## src/rtl/smsp_defs.vh

```
// Purpose: constants for the serial port master/slave block
// Assumes: byte-wide register port, offsets are byte indices
// Notes: every offset, the control and status field positions and the control reset values live here; baud fields are not
`ifndef SMSP_DEFS_VH
`define SMSP_DEFS_VH

// register offsets
`define SMSP_OFF_CTRL1 3'h0
`define SMSP_OFF_CTRL2 3'h1
`define SMSP_OFF_BAUD 3'h2
`define SMSP_OFF_STAT 3'h3
`define SMSP_OFF_DATH 3'h4
`define SMSP_OFF_DATL 3'h5
`define SMSP_OFF_RSV6 3'h6
`define SMSP_OFF_RSV7 3'h7

// control_one fields
`define SMSP_C1_IRQ_EN 7
`define SMSP_C1_PORT_EN 6
`define SMSP_C1_TXE_IE 5
`define SMSP_C1_MASTER 4
`define SMSP_C1_CLOCK_POLARITY 3
`define SMSP_C1_CLOCK_PHASE 2
`define SMSP_C1_SELECT_OUTPUT_ENABLE 1
`define SMSP_C1_LSBF 0

// control_two fields
`define SMSP_C2_WIDTH 6
`define SMSP_C2_FAULT_DETECT_ENABLE 4
`define SMSP_C2_SHARED_PIN_OUTPUT_ENABLE 3
`define SMSP_C2_HALTW 1
`define SMSP_C2_SWIRE 0

// status fields
`define SMSP_ST_DONE 7
`define SMSP_ST_TXE 5
`define SMSP_ST_MODE_FAULT_FLAG 4

// writable masks and reset values
`define SMSP_C2_MASK 8'h5b
`define SMSP_BR_MASK 8'h77
`define SMSP_C1_RESET 8'h04
`define SMSP_C2_RESET 8'h00
`define SMSP_BR_RESET 8'h00

`endif

```

## src/rtl/smsp_clkdiv.v

```verilog
// Purpose: baud divider producing half-period ticks of the serial clock
// Assumes: divisor = (pre+1) * 2^(sel+1) bus clocks per serial clock period
// Notes: tick marks each serial clock edge; tick stays low and the count clears while run is low
`timescale 1ns/10ps

module smsp_clkdiv (
    input wire clk,
    input wire rst,
    input wire run,
    input wire [2:0] pre,
    input wire [2:0] sel,
    output reg tick
);
    reg [10:0] cnt_reg;
    wire [10:0] half;

    // half period in bus clocks, minus one
    assign half = ({8'h00, pre} + 11'h001) * (11'h001 << sel) - 11'h001;

    // ==========================================
    // counter
    always @(posedge clk) begin
        if (rst || !run) begin
            cnt_reg <= 11'h000;
            tick <= 1'b0;
        end else if (cnt_reg >= half) begin
            cnt_reg <= 11'h000;
            tick <= 1'b1;
        end else begin
            cnt_reg <= cnt_reg + 11'h001;
            tick <= 1'b0;
        end
    end
endmodule

```

## src/rtl/smsp_port.v

```verilog
// Purpose: full-duplex synchronous serial port, master or slave, with register port
// Assumes: pins from outside pass two flip-flops; slave clock well below bus clock
// Notes: serial output enables are active low (low while driving)
//
// The address-and-strobe port was decided locally.
`timescale 1ns/10ps
`include "smsp_defs.vh"

// Operation
// - wait mode with halt_in_wait clear behaves exactly like run mode.
// - wait with halt_in_wait set stops clock generation; master transfer pauses, resumes.
// - stop mode makes port inactive; master transfer halts and later continues.
// - slave keeps shifting in wait and stop to stay synchronised.
// - master drives MOSI; slave samples MOSI.
// - slave drives MISO; master samples MISO.
// - master may drive select output; slave takes select from external master.
// - master generates serial clock; slave uses external serial clock.
// - reserved bits read zero; writes to them have no effect.
// - control_one bit 7 gates interrupt on transfer done or mode fault.
// - control_one bit 6 enables port; clearing it idles and resets flags.
// - control_one bit 5 gates interrupt on transmit empty.
// - control_one bit 4 picks slave or master; any change forces idle.
// - control_one bit 3 sets clock idle level; both ends must match.
// - control_one bit 2 samples on odd edges when 0, even when 1.
// - master: changing polarity, phase, select output or bit order aborts transfer.
// - master select pin unused, fault input, or output per enables; slave input.
// - control_one bit 0 picks msb or lsb first; register bit positions unchanged.
// - control_two bit 6 picks 8-bit low byte or 16-bit word transfers.
// - control_two bit 4 enables mode fault detection; master change aborts.
// - control_two bit 0 enables single-wire pin use with separate output enable.
// - master clock rate is bus clock over divisor from baud fields.
module smsp_port (
    input wire clk,
    input wire rst,
    input wire wait_mode,
    input wire stop_mode,
    input wire [2:0] addr,
    input wire [7:0] wdata,
    input wire wr,
    input wire rd,
    output reg [7:0] rdata,
    output reg irq,
    input wire mosi_in,
    output reg mosi_out,
    output reg mosi_oe_n,
    input wire miso_in,
    output reg miso_out,
    output reg miso_oe_n,
    input wire ss_in,
    output reg ss_out,
    output reg ss_oe_n,
    input wire sck_in,
    output reg sck_out,
    output reg sck_oe_n
);
    localparam ST_IDLE = 1'b0;
    localparam ST_SHIFT = 1'b1;

    reg [7:0] ctrl1_reg, ctrl2_reg, baud_reg;
    reg done_reg, txe_reg, mode_fault_flag_reg;
    reg stat_seen_reg;
    reg [15:0] txbuf_reg, rxbuf_reg, shift_reg;
    reg state_reg;
    reg [4:0] edge_reg;
    reg sck_int_reg;
    reg [1:0] mosi_s, miso_s, ss_s, sck_s;
    reg busy_q_reg, sck_q_reg;
    reg out_bit_reg;
    reg [7:0] rd_next;

    wire en = ctrl1_reg[`SMSP_C1_PORT_EN];
    wire mst = ctrl1_reg[`SMSP_C1_MASTER];
    wire clock_polarity = ctrl1_reg[`SMSP_C1_CLOCK_POLARITY];
    wire clock_phase = ctrl1_reg[`SMSP_C1_CLOCK_PHASE];
    wire lsbf = ctrl1_reg[`SMSP_C1_LSBF];
    wire wide = ctrl2_reg[`SMSP_C2_WIDTH];
    wire fault_detect_enable = ctrl2_reg[`SMSP_C2_FAULT_DETECT_ENABLE];
    wire swire = ctrl2_reg[`SMSP_C2_SWIRE];
    wire shared_pin_output_enable = ctrl2_reg[`SMSP_C2_SHARED_PIN_OUTPUT_ENABLE];
    wire [4:0] last_edge = wide ? 5'd31 : 5'd15;

    // master pause in stop, or wait with halt set; slave never pauses
    wire halted = stop_mode | (wait_mode & ctrl2_reg[`SMSP_C2_HALTW]);

    // ==========================================
    // pin synchronisers; only the second stage is read
    always @(posedge clk) begin
        mosi_s <= {mosi_s[0], mosi_in};
        miso_s <= {miso_s[0], miso_in};
        ss_s <= {ss_s[0], ss_in};
        sck_s <= {sck_s[0], sck_in};
    end
    wire mosi_sy = mosi_s[1];
    wire miso_sy = miso_s[1];
    wire ss_sy = ss_s[1];
    wire sck_sy = sck_s[1];

    // ==========================================
    // baud generator
    wire tick;
    smsp_clkdiv u_div (
        .clk(clk),
        .rst(rst),
        .run(en & mst & (state_reg == ST_SHIFT) & ~halted),
        .pre(baud_reg[6:4]),
        .sel(baud_reg[2:0]),
        .tick(tick)
    );

    // slave edges from the external clock, seen after sync
    wire sck_edge = (sck_sy ^ sck_q_reg);
    wire slave_sel = ~ss_sy;
    // input bit per mode
    wire din = mst ? (swire ? mosi_sy : miso_sy) : (swire ? miso_sy : mosi_sy);
    // mode fault: master with fault enable and select output enable clear, select input pulled low
    wire fault_in = en & mst & fault_detect_enable & ~ctrl1_reg[`SMSP_C1_SELECT_OUTPUT_ENABLE] & ~ss_sy;
    // outgoing bit position
    wire [3:0] top_bit = wide ? 4'd15 : 4'd7;
    wire dout = lsbf ? shift_reg[0] : shift_reg[top_bit];
    // shifter after taking in the incoming bit
    wire [15:0] shift_in = lsbf ? (wide ? {din, shift_reg[15:1]} : {8'h00, din, shift_reg[7:1]})
        : (wide ? {shift_reg[14:0], din} : {8'h00, shift_reg[6:0], din});

    // ==========================================
    // register writes and aborts
    wire wr_c1 = wr && addr == `SMSP_OFF_CTRL1;
    wire wr_c2 = wr && addr == `SMSP_OFF_CTRL2;
    wire wr_br = wr && addr == `SMSP_OFF_BAUD;
    wire wr_dl = wr && addr == `SMSP_OFF_DATL;
    wire wr_dh = wr && addr == `SMSP_OFF_DATH;
    wire [7:0] c2_new = wdata & `SMSP_C2_MASK;
    wire [7:0] br_new = wdata & `SMSP_BR_MASK;
    wire ab_c1 = wr_c1 && ((wdata[`SMSP_C1_MASTER] != mst) ||
        (mst && wdata[3:0] != ctrl1_reg[3:0]));
    wire ab_c2 = wr_c2 && mst && ((c2_new[`SMSP_C2_WIDTH] != wide) ||
        (c2_new[`SMSP_C2_FAULT_DETECT_ENABLE] != fault_detect_enable) || (c2_new[`SMSP_C2_SWIRE] != swire) ||
        (swire && c2_new[`SMSP_C2_SHARED_PIN_OUTPUT_ENABLE] != shared_pin_output_enable));
    wire ab_br = wr_br && mst && (br_new != baud_reg);
    wire abort = ab_c1 | ab_c2 | ab_br | ~en | fault_in;

    always @(posedge clk) begin
        if (rst) begin
            ctrl1_reg <= `SMSP_C1_RESET;
            ctrl2_reg <= `SMSP_C2_RESET;
            baud_reg <= `SMSP_BR_RESET;
        end else begin
            if (wr_c1)
                ctrl1_reg <= wdata;
            if (wr_c2)
                ctrl2_reg <= c2_new;
            if (wr_br)
                baud_reg <= br_new;
        end
    end

    // ==========================================
    // data buffers, flags and shifter
    wire start = en && txe_reg == 1'b0 && state_reg == ST_IDLE && !abort &&
        (mst ? ~halted : slave_sel);
    // a sampling edge is odd with phase 0, even with phase 1
    wire cur_edge = mst ? tick : (sck_edge & slave_sel);
    wire sample = ~(edge_reg[0] ^ clock_phase);
    wire last = (edge_reg == last_edge);
    wire [15:0] load_val = wide ? txbuf_reg : {8'h00, txbuf_reg[7:0]};
    // first bit on the line before any clock edge
    wire first_bit = lsbf ? load_val[0] : load_val[top_bit];
    wire [15:0] rx_done = wide ? shift_reg : {8'h00, shift_reg[7:0]};
    // clear of done: status read seen, then data low read
    wire clr_done = rd && addr == `SMSP_OFF_DATL && stat_seen_reg && done_reg;
    wire clr_txe = wr_dl && stat_seen_reg && txe_reg;

    always @(posedge clk) begin
        if (rst) begin
            state_reg <= ST_IDLE;
            edge_reg <= 5'd0;
            shift_reg <= 16'h0000;
            txbuf_reg <= 16'h0000;
            rxbuf_reg <= 16'h0000;
            done_reg <= 1'b0;
            txe_reg <= 1'b1;
            mode_fault_flag_reg <= 1'b0;
            stat_seen_reg <= 1'b0;
            sck_int_reg <= 1'b0;
            sck_q_reg <= 1'b0;
            busy_q_reg <= 1'b0;
            out_bit_reg <= 1'b0;
        end else begin
            sck_q_reg <= sck_sy;
            busy_q_reg <= (state_reg == ST_SHIFT); // keeps select low past the last edge
            if (rd && addr == `SMSP_OFF_STAT)
                stat_seen_reg <= 1'b1;
            else if (clr_done || clr_txe)
                stat_seen_reg <= 1'b0;
            if (wr_dh)
                txbuf_reg[15:8] <= wdata;
            if (wr_dl)
                txbuf_reg[7:0] <= wdata;
            // flags: hardware set beats software clear
            if (clr_txe)
                txe_reg <= 1'b0;
            if (clr_done)
                done_reg <= 1'b0;
            if (fault_in)
                mode_fault_flag_reg <= 1'b1;
            else if (rd && addr == `SMSP_OFF_CTRL1 && stat_seen_reg)
                mode_fault_flag_reg <= 1'b0;
            if (abort) begin
                state_reg <= ST_IDLE;
                edge_reg <= 5'd0;
                sck_int_reg <= 1'b0;
                if (!en) begin
                    done_reg <= 1'b0;
                    txe_reg <= 1'b1;
                    mode_fault_flag_reg <= 1'b0;
                end
            end else begin
                case (state_reg)
                    ST_IDLE: begin
                        edge_reg <= 5'd0;
                        sck_int_reg <= 1'b0;
                        if (start) begin
                            shift_reg <= load_val;
                            out_bit_reg <= first_bit;
                            txe_reg <= 1'b1;
                            state_reg <= ST_SHIFT;
                        end
                    end
                    ST_SHIFT: begin
                        if (!mst && !slave_sel) begin
                            state_reg <= ST_IDLE;
                        end else if (cur_edge) begin
                            if (mst)
                                sck_int_reg <= ~sck_int_reg;
                            edge_reg <= edge_reg + 5'd1;
                            // take in on sampling edges, move the line on the others
                            if (sample)
                                shift_reg <= shift_in;
                            else
                                out_bit_reg <= dout;
                            if (last) begin
                                rxbuf_reg <= sample ? shift_in : rx_done;
                                done_reg <= 1'b1;
                                state_reg <= ST_IDLE;
                            end
                        end
                    end
                    default: state_reg <= ST_IDLE;
                endcase
            end
        end
    end

    // ==========================================
    // read mux; reserved bits and offsets read zero
    always @* begin
        case (addr)
            `SMSP_OFF_CTRL1: rd_next = ctrl1_reg;
            `SMSP_OFF_CTRL2: rd_next = ctrl2_reg;
            `SMSP_OFF_BAUD: rd_next = baud_reg;
            `SMSP_OFF_STAT: rd_next = {done_reg, 1'b0, txe_reg, mode_fault_flag_reg, 4'h0};
            `SMSP_OFF_DATH: rd_next = wide ? rxbuf_reg[15:8] : 8'h00;
            `SMSP_OFF_DATL: rd_next = rxbuf_reg[7:0];
            default: rd_next = 8'h00;
        endcase
    end

    // ==========================================
    // registered outputs: read data, interrupt, pins
    always @(posedge clk) begin
        if (rst) begin
            rdata <= 8'h00;
            irq <= 1'b0;
            mosi_out <= 1'b0;
            mosi_oe_n <= 1'b1;
            miso_out <= 1'b0;
            miso_oe_n <= 1'b1;
            ss_out <= 1'b1;
            ss_oe_n <= 1'b1;
            sck_out <= 1'b0;
            sck_oe_n <= 1'b1;
        end else begin
            rdata <= rd ? rd_next : 8'h00;
            irq <= (ctrl1_reg[`SMSP_C1_IRQ_EN] & (done_reg | mode_fault_flag_reg)) |
                (ctrl1_reg[`SMSP_C1_TXE_IE] & txe_reg);
            mosi_out <= out_bit_reg;
            miso_out <= out_bit_reg;
            // master drives clock, idle level from polarity
            sck_out <= clock_polarity ^ sck_int_reg;
            sck_oe_n <= ~(en & mst);
            mosi_oe_n <= ~(en & mst & (~swire | shared_pin_output_enable));
            miso_oe_n <= ~(en & ~mst & slave_sel & (~swire | shared_pin_output_enable));
            ss_oe_n <= ~(en & mst & fault_detect_enable & ctrl1_reg[`SMSP_C1_SELECT_OUTPUT_ENABLE]);
            ss_out <= ~((state_reg == ST_SHIFT) | busy_q_reg);
        end
    end
endmodule

```

## config.mk

```make
export PLATFORM = sky130hd
export DESIGN_NAME = smsp_port
export DESIGN_NICKNAME = d
export VERILOG_FILES = /design/src/rtl/smsp_clkdiv.v /design/src/rtl/smsp_port.v
export VERILOG_INCLUDE_DIRS = /design/src /design/src/rtl
export SDC_FILE = /design/constraint.sdc
export NUM_CORES = 1
export LEC_CHECK = 0
export BUFFER_PORTS_ARGS = -buffer_cell sky130_fd_sc_hd__buf_2
export CORE_UTILIZATION = 30
export DETAILED_ROUTE_END_ITERATION = 8
export PLACE_DENSITY_LB_ADDON = 0.05
export SYNTH_ARGS = -nofsm -noshare
export SYNTH_HDL_FRONTEND = slang
export SYNTH_SLANG_ARGS = --single-unit
```

## constraint.sdc

```tcl
create_clock -name clk -period 5.3 [get_ports clk]
set_input_delay 1.06 -clock clk [delete_from_list [all_inputs] [get_ports clk]]
set_output_delay 1.06 -clock clk [all_outputs]
set_load 0.005 [all_outputs]
```

# Word-level counts from Yosys, hierarchy flattened
# Index checks and enable logic that the tools add are counted.
[op_classes]
add_sub_neg = 4
multipliers = 1
n_div = 0
magnitude_cmp = 2
n_eq_ne = 19
shifts = 1
muxes = 62
bitwise_logic = 44
n_reduce_logical = 44
[ops]
columns = ["operator", "n"]
rows = [
  ["2-to-1 mux 16 bit", 10],
  ["one-hot mux 8 bit (6 select lines)", 1],
  ["2-to-1 mux 1 bit", 39],
  ["one-hot mux 16 bit (2 select lines)", 1],
  ["logical AND 1 bit", 25],
  ["NOT 1 bit", 17],
  ["bitwise AND 1 bit", 15],
  ["2-to-1 mux 5 bit", 3],
  ["AND reduction 5 bit", 3],
  ["adder 11 x 1 -> 11 bit, second input constant", 1],
  ["greater-or-equal comparator 11 bit", 1],
  ["multiplier 11 x 11 -> 11 bit", 1],
  ["<< shifter 1 x 3 -> 11 bit, first input constant", 1],
  ["subtractor 11 x 1 -> 11 bit, second input constant", 1],
  ["one-hot mux 5 bit (2 select lines)", 1],
  ["bitwise OR 1 bit", 9],
  ["binary-select mux 1 bit (select 4 bit)", 2],
  ["2-to-1 mux 8 bit", 1],
  ["!= test 2 bit, second input constant", 4],
  ["== test 3 x 2 -> 1 bit, second input constant", 2],
  ["== test 3 bit, second input constant", 2],
  ["logical OR 1 bit", 6],
  ["!= test 6 bit", 1],
  ["one-hot mux 1 bit (2 select lines)", 3],
  ["other kinds (16)", 27],
]
[word_totals]
register_bits = 117
latch_bits = 0
ramBits = 0
romBits = 0
input_bits = 21
out_inout_bits = 17
elab_cells = 209
n_memories = 0

# Depth between registers and ports, before layout
[logic_depth]
depth_word = 15
mapped_depth = 23
mapped_depth_nobuf = 23

# Hierarchy
# Synthesis repeated with hierarchy kept, for this count alone.
[unflattened]
hier_cells = 799
hier_area_um2 = 6916.6
[modules_own_cells]
columns = ["module", "instances", "cells_each", "area_per_inst_um2"]
rows = [
  ["smsp_port", 1, 558, 5041.1],
  ["smsp_clkdiv", 1, 241, 1875.5],
]

# Worst setup path after synthesis
# OpenSTA, ideal clock, no wires.
[synth_timing]
path_kind = "reg2reg"
start = "reg baud_reg[1]"
end = "reg u_div.cnt_reg[10]"
setup_time_ns = 0.073
arrival_time_ns = 4.804
required_time_ns = 5.227
path_slack_ns = 0.423
path_stages_with_launch = 21
path_buffers = 1
period_less_slack_ns = 4.877
path_cell_list = "dfxtp_1 -> clkbuf_1 -> nor2b_1 -> nand2_1 -> ha_1 -> inv_1 -> fa_1 -> inv_1 -> fa_1 -> inv_1 -> ha_1 -> nand2_1 -> o211ai_1 -> o32ai_1 -> xor2_1 -> ha_1 -> a211o_1 -> a211o_1 -> a41oi_1 -> o21ai_1 -> a21oi_1"
[synth_between]
elab_chain_cells = 5
[synth_lines]
columns = ["item", "line", "source"]
rows = [
  ["from (decl)", "smsp_port.v:59", "reg [7:0] ctrl1_reg, ctrl2_reg, baud_reg;"],
  ["from (signal assigned)", "smsp_port.v:145", "baud_reg <= `SMSP_BR_RESET;"],
  ["from (signal assigned)", "smsp_port.v:152", "baud_reg <= br_new;"],
  ["<< shifter 1 x 3 -> 11 bit", "smsp_clkdiv.v:18", "assign half = ({8'h00, pre} + 11'h001) * (11'h001 << sel) - 11'h001;"],
  ["multiplier 11 x 11 -> 11 bit", "smsp_clkdiv.v:18", ""],
  ["subtractor 11 x 1 -> 11 bit", "smsp_clkdiv.v:18", ""],
  ["greater-or-equal comparator 11 bit", "smsp_clkdiv.v:26", "end else if (cnt_reg >= half) begin"],
  ["OR reduction 2 bit (no line)", "-", ""],
  ["to (signal assigned)", "smsp_clkdiv.v:30", "cnt_reg <= cnt_reg + 11'h001;"],
  ["to (decl)", "smsp_clkdiv.v:14", "reg [10:0] cnt_reg;"],
]
# Every way passes these cells.
# A chain may end at the register's enable or synchronous reset.

# Worst setup path in the final report
[layout_timing]
start = "reg baud_reg[5]"
end = "reg u_div.cnt_reg[1]"
[layout_between]
elab_chain_cells = 5
[layout_lines]
columns = ["item", "line"]
rows = [
  ["adder 3 x 1 -> 4 bit", "smsp_clkdiv.v:18"],
  ["multiplier 11 x 11 -> 11 bit", "smsp_clkdiv.v:18"],
  ["subtractor 11 x 1 -> 11 bit", "smsp_clkdiv.v:18"],
  ["greater-or-equal comparator 11 bit", "smsp_clkdiv.v:26"],
  ["OR reduction 2 bit (no line)", "-"],
]
# Every way passes these cells.

==> metrics.cfg <==
[logic_synthesis]
ys_async_sr_fraction = 0
synth_nets = 859
yosysMostFrequentCell = dfxtp_1
synthFlopType = dfxtp_1
yosys-top-cells-count = 117 x dfxtp_1, 93 x nand2_1, 84 x nor2_1
yosys.area.top_type = dfxtp_1
syn-cell-area_um2 = 6830
synth_cells = 790
synth_edf_count = 0
synth_top_area_frac = 0.343
ys_warn_count = 0
ys_types = 57
avgSynthCellArea_um2 = 8.65
yosysSeqAreaShare = 0.343
ys_seq_elements = 117
synthTopCellsByArea = dfxtp_1 34%, mux2i_1 10%, ha_1 6.4%

[floorplan]
coreArea_um2 = 22100
io_pins = 38
row_count = 54
die_y_um = 153
die_x_um = 153
start_util = 0.309
fp.dieArea_um2 = 23400

[global_routing]
grt_max_degree = 81
grt_usage = 0.174
grt_pass1_wl_mm = 30.9
grt-ovfl-total = 0
grt_pass1_vias = 5423
antenna_found_initial = 1

[setup_path]
cp_max_fo = 4
r2r-end = u_div.cnt_reg[1]$_SDFF_PP0_
setup.worst_path.start_class = register
r2r_start = baud_reg[5]$_SDFFE_PP0P_
crit_start = baud_reg[5]$_SDFFE_PP0P_
crit_path_end_kind = register
r2r_setup_slack_ns = 0.36
endpoint = u_div.cnt_reg[1]$_SDFF_PP0_
crit_arrival_ns = 5.31
critical_path_class = reg2reg
r2r_cells = 21
required_ns = 5.67

[cts]
cts_htree_levels = 4
cts_tree = done
cts_root_buf = clkbuf_16
clk_pin_slew_ns = 0.06
post-cts-setup-buffer-count = 0
ctsLongestPathBuffers = 2
numCtsBuffers = 17
cts.sinks = 117
clock_latency_ns = 0.42

[place]
routabilityCongestion = 0.781
portBuffers = 37
dpl.hpwl_mm = 14.1

[cells_and_area]
fillers = 2272
drive_gt1_frac = 0.123
final_core_util = 0.355
final_nets = 879
antenna_cells = 0
area_growth_pct = 14.8

[timing]
maxSlewViolCount = 0
finClkSkew_ns = 0.0109
max_slew.worst_pin.slew_ns = 1.10
relSlewSlack = 0.264
hold_violations = 0
min_period_over_period = 0.932
setup_viol = 0
period_minus_slack_ns = 4.94
tns_ns = 0
rsz0062_at_grt = false
max_freq_mhz = 202

[route]
via_per_inst = 4.95
totalWireLength_mm = 19.4
drc = 0
num_vias = 5457
antenna_left = 0
drtIter0Drc = 320
wl_per_cell_um = 17.6
firstDrtPassIters = 5

[worst_hold_path]
hold_path.class = reg2reg

[power_and_ir_drop]
powerDensity_nw_per_um2 = 288
vdd.ir_drop.worst_mv = 0.206
p_leak_nw = 2.95

[flow_run]
drv_cap = 0

[status]
status = completed

-- cell families (layout without fill, tap and decap cells) --
kind of cell	Yosys count	count (layout)	synth area share
buffers and inverters	94	127	0.0628
and+or+nand+nor	294	294	0.204
muxes	74	74	0.113
AOI/OAI and AO/OA	121	121	0.122
xor gates and xnor gates	42	42	0.0538
adders and majority gates	48	48	0.102
DFF	117	117	0.343
-- worst max-delay path: stages, from the launching register on --
cell	delay, ns
dfxtp_1	0.34
ha_1	0.16
xor2_1	0.16
and2_1	0.21
nand3_1	0.10
ha_1	0.28
inv_1	0.05
fa_1	0.53
inv_1	0.06
fa_1	0.54
inv_1	0.05
ha_1	0.32
o21a_1	0.20
o21a_1	0.17
o32ai_2	0.16
xor2_1	0.19
ha_1	0.26
a211o_1	0.32
a211o_1	0.28
a41oi_2	0.22
nand2b_1	0.15
and3_1	0.15
-- stage by stage --
stage          hold slack (ns)  setup WS (ns)  cell area, um2  power, mW  instances
2_1_floorplan            0.310          0.423            6830       1.05        790
3_3_place_gp             0.313          0.197            7220       1.10       1071
3_5_place_dp             0.318         0.0987            7220       1.11       1071
4_1_cts                  0.332         0.0693            7810       2.28       1103
5_1_grt                  0.334         0.0251            7840       2.35       1103
6_report                 0.328          0.361            7840       2.25       1103
-- report_power, final --
part,internal (mW),total [mW],switching [mW]
combinational,0.0766,0.196,0.119
sequential,0.890,0.899,0.00889
clock,0.707,1.16,0.453
total,1.67,2.25,0.581
-- layout make-up --
class | instances | area [um2] | share of cell area
clock buffer | 18 | 439 | 0.0560
clock inverter | 14 | 153 | 0.0195
inverter | 43 | 161 | 0.0206
multi-input combinational | 579 | 4100 | 0.523
sequential | 117 | 2340 | 0.299
tap | 280 | 350 | 0.0447
timing repair buffer | 52 | 298 | 0.0380
-- what timing repair did --
action	4_1_cts	5_1_grt
endpoints found under the setup margin	0	11
gates resized for setup	0	5
hold buffers	0	0
-- routing by layer --
metal	up-vias	global-route usage	routed length, um
met5	-	0	16
met4	2	0.0529	255
met1	2641	0.250	10100
met3	17	0.0329	502
li1	2720	-	-
met2	77	0.260	8550
-- how the worst min path moves through the flow --
stage	to	slack, ns	from	depth (start not counted)
after floorplan	miso_s[1]$_DFF_P_	0.31	miso_s[0]$_DFF_P_	0
after global placement	ss_s[1]$_DFF_P_	0.31	ss_s[0]$_DFF_P_	0
after detailed placement	ss_s[1]$_DFF_P_	0.32	ss_s[0]$_DFF_P_	0
after CTS	ss_s[1]$_DFF_P_	0.33	ss_s[0]$_DFF_P_	0
after global routing	ss_s[1]$_DFF_P_	0.33	ss_s[0]$_DFF_P_	0
final	sck_s[1]$_DFF_P_	0.33	sck_s[0]$_DFF_P_	0
-- layout by cell type (no fill, tap or decap), drive strengths merged, types with 5 or more instances in the layout --
master	count
buf	52
xor2	26
clkinv	6
ha	35
clkbuf	18
nand2b	42
nand2	93
inv	45
a21oi	40
a211o	16
o211ai	19
and3	12
o21ai	17
dfxtp	117
nor2	84
xnor2	16
fa	13
nand4	5
nand3	21
mux2i	68
nor2b	14
nor3	11
No activity file was read; power rests on OpenSTA's default activity.
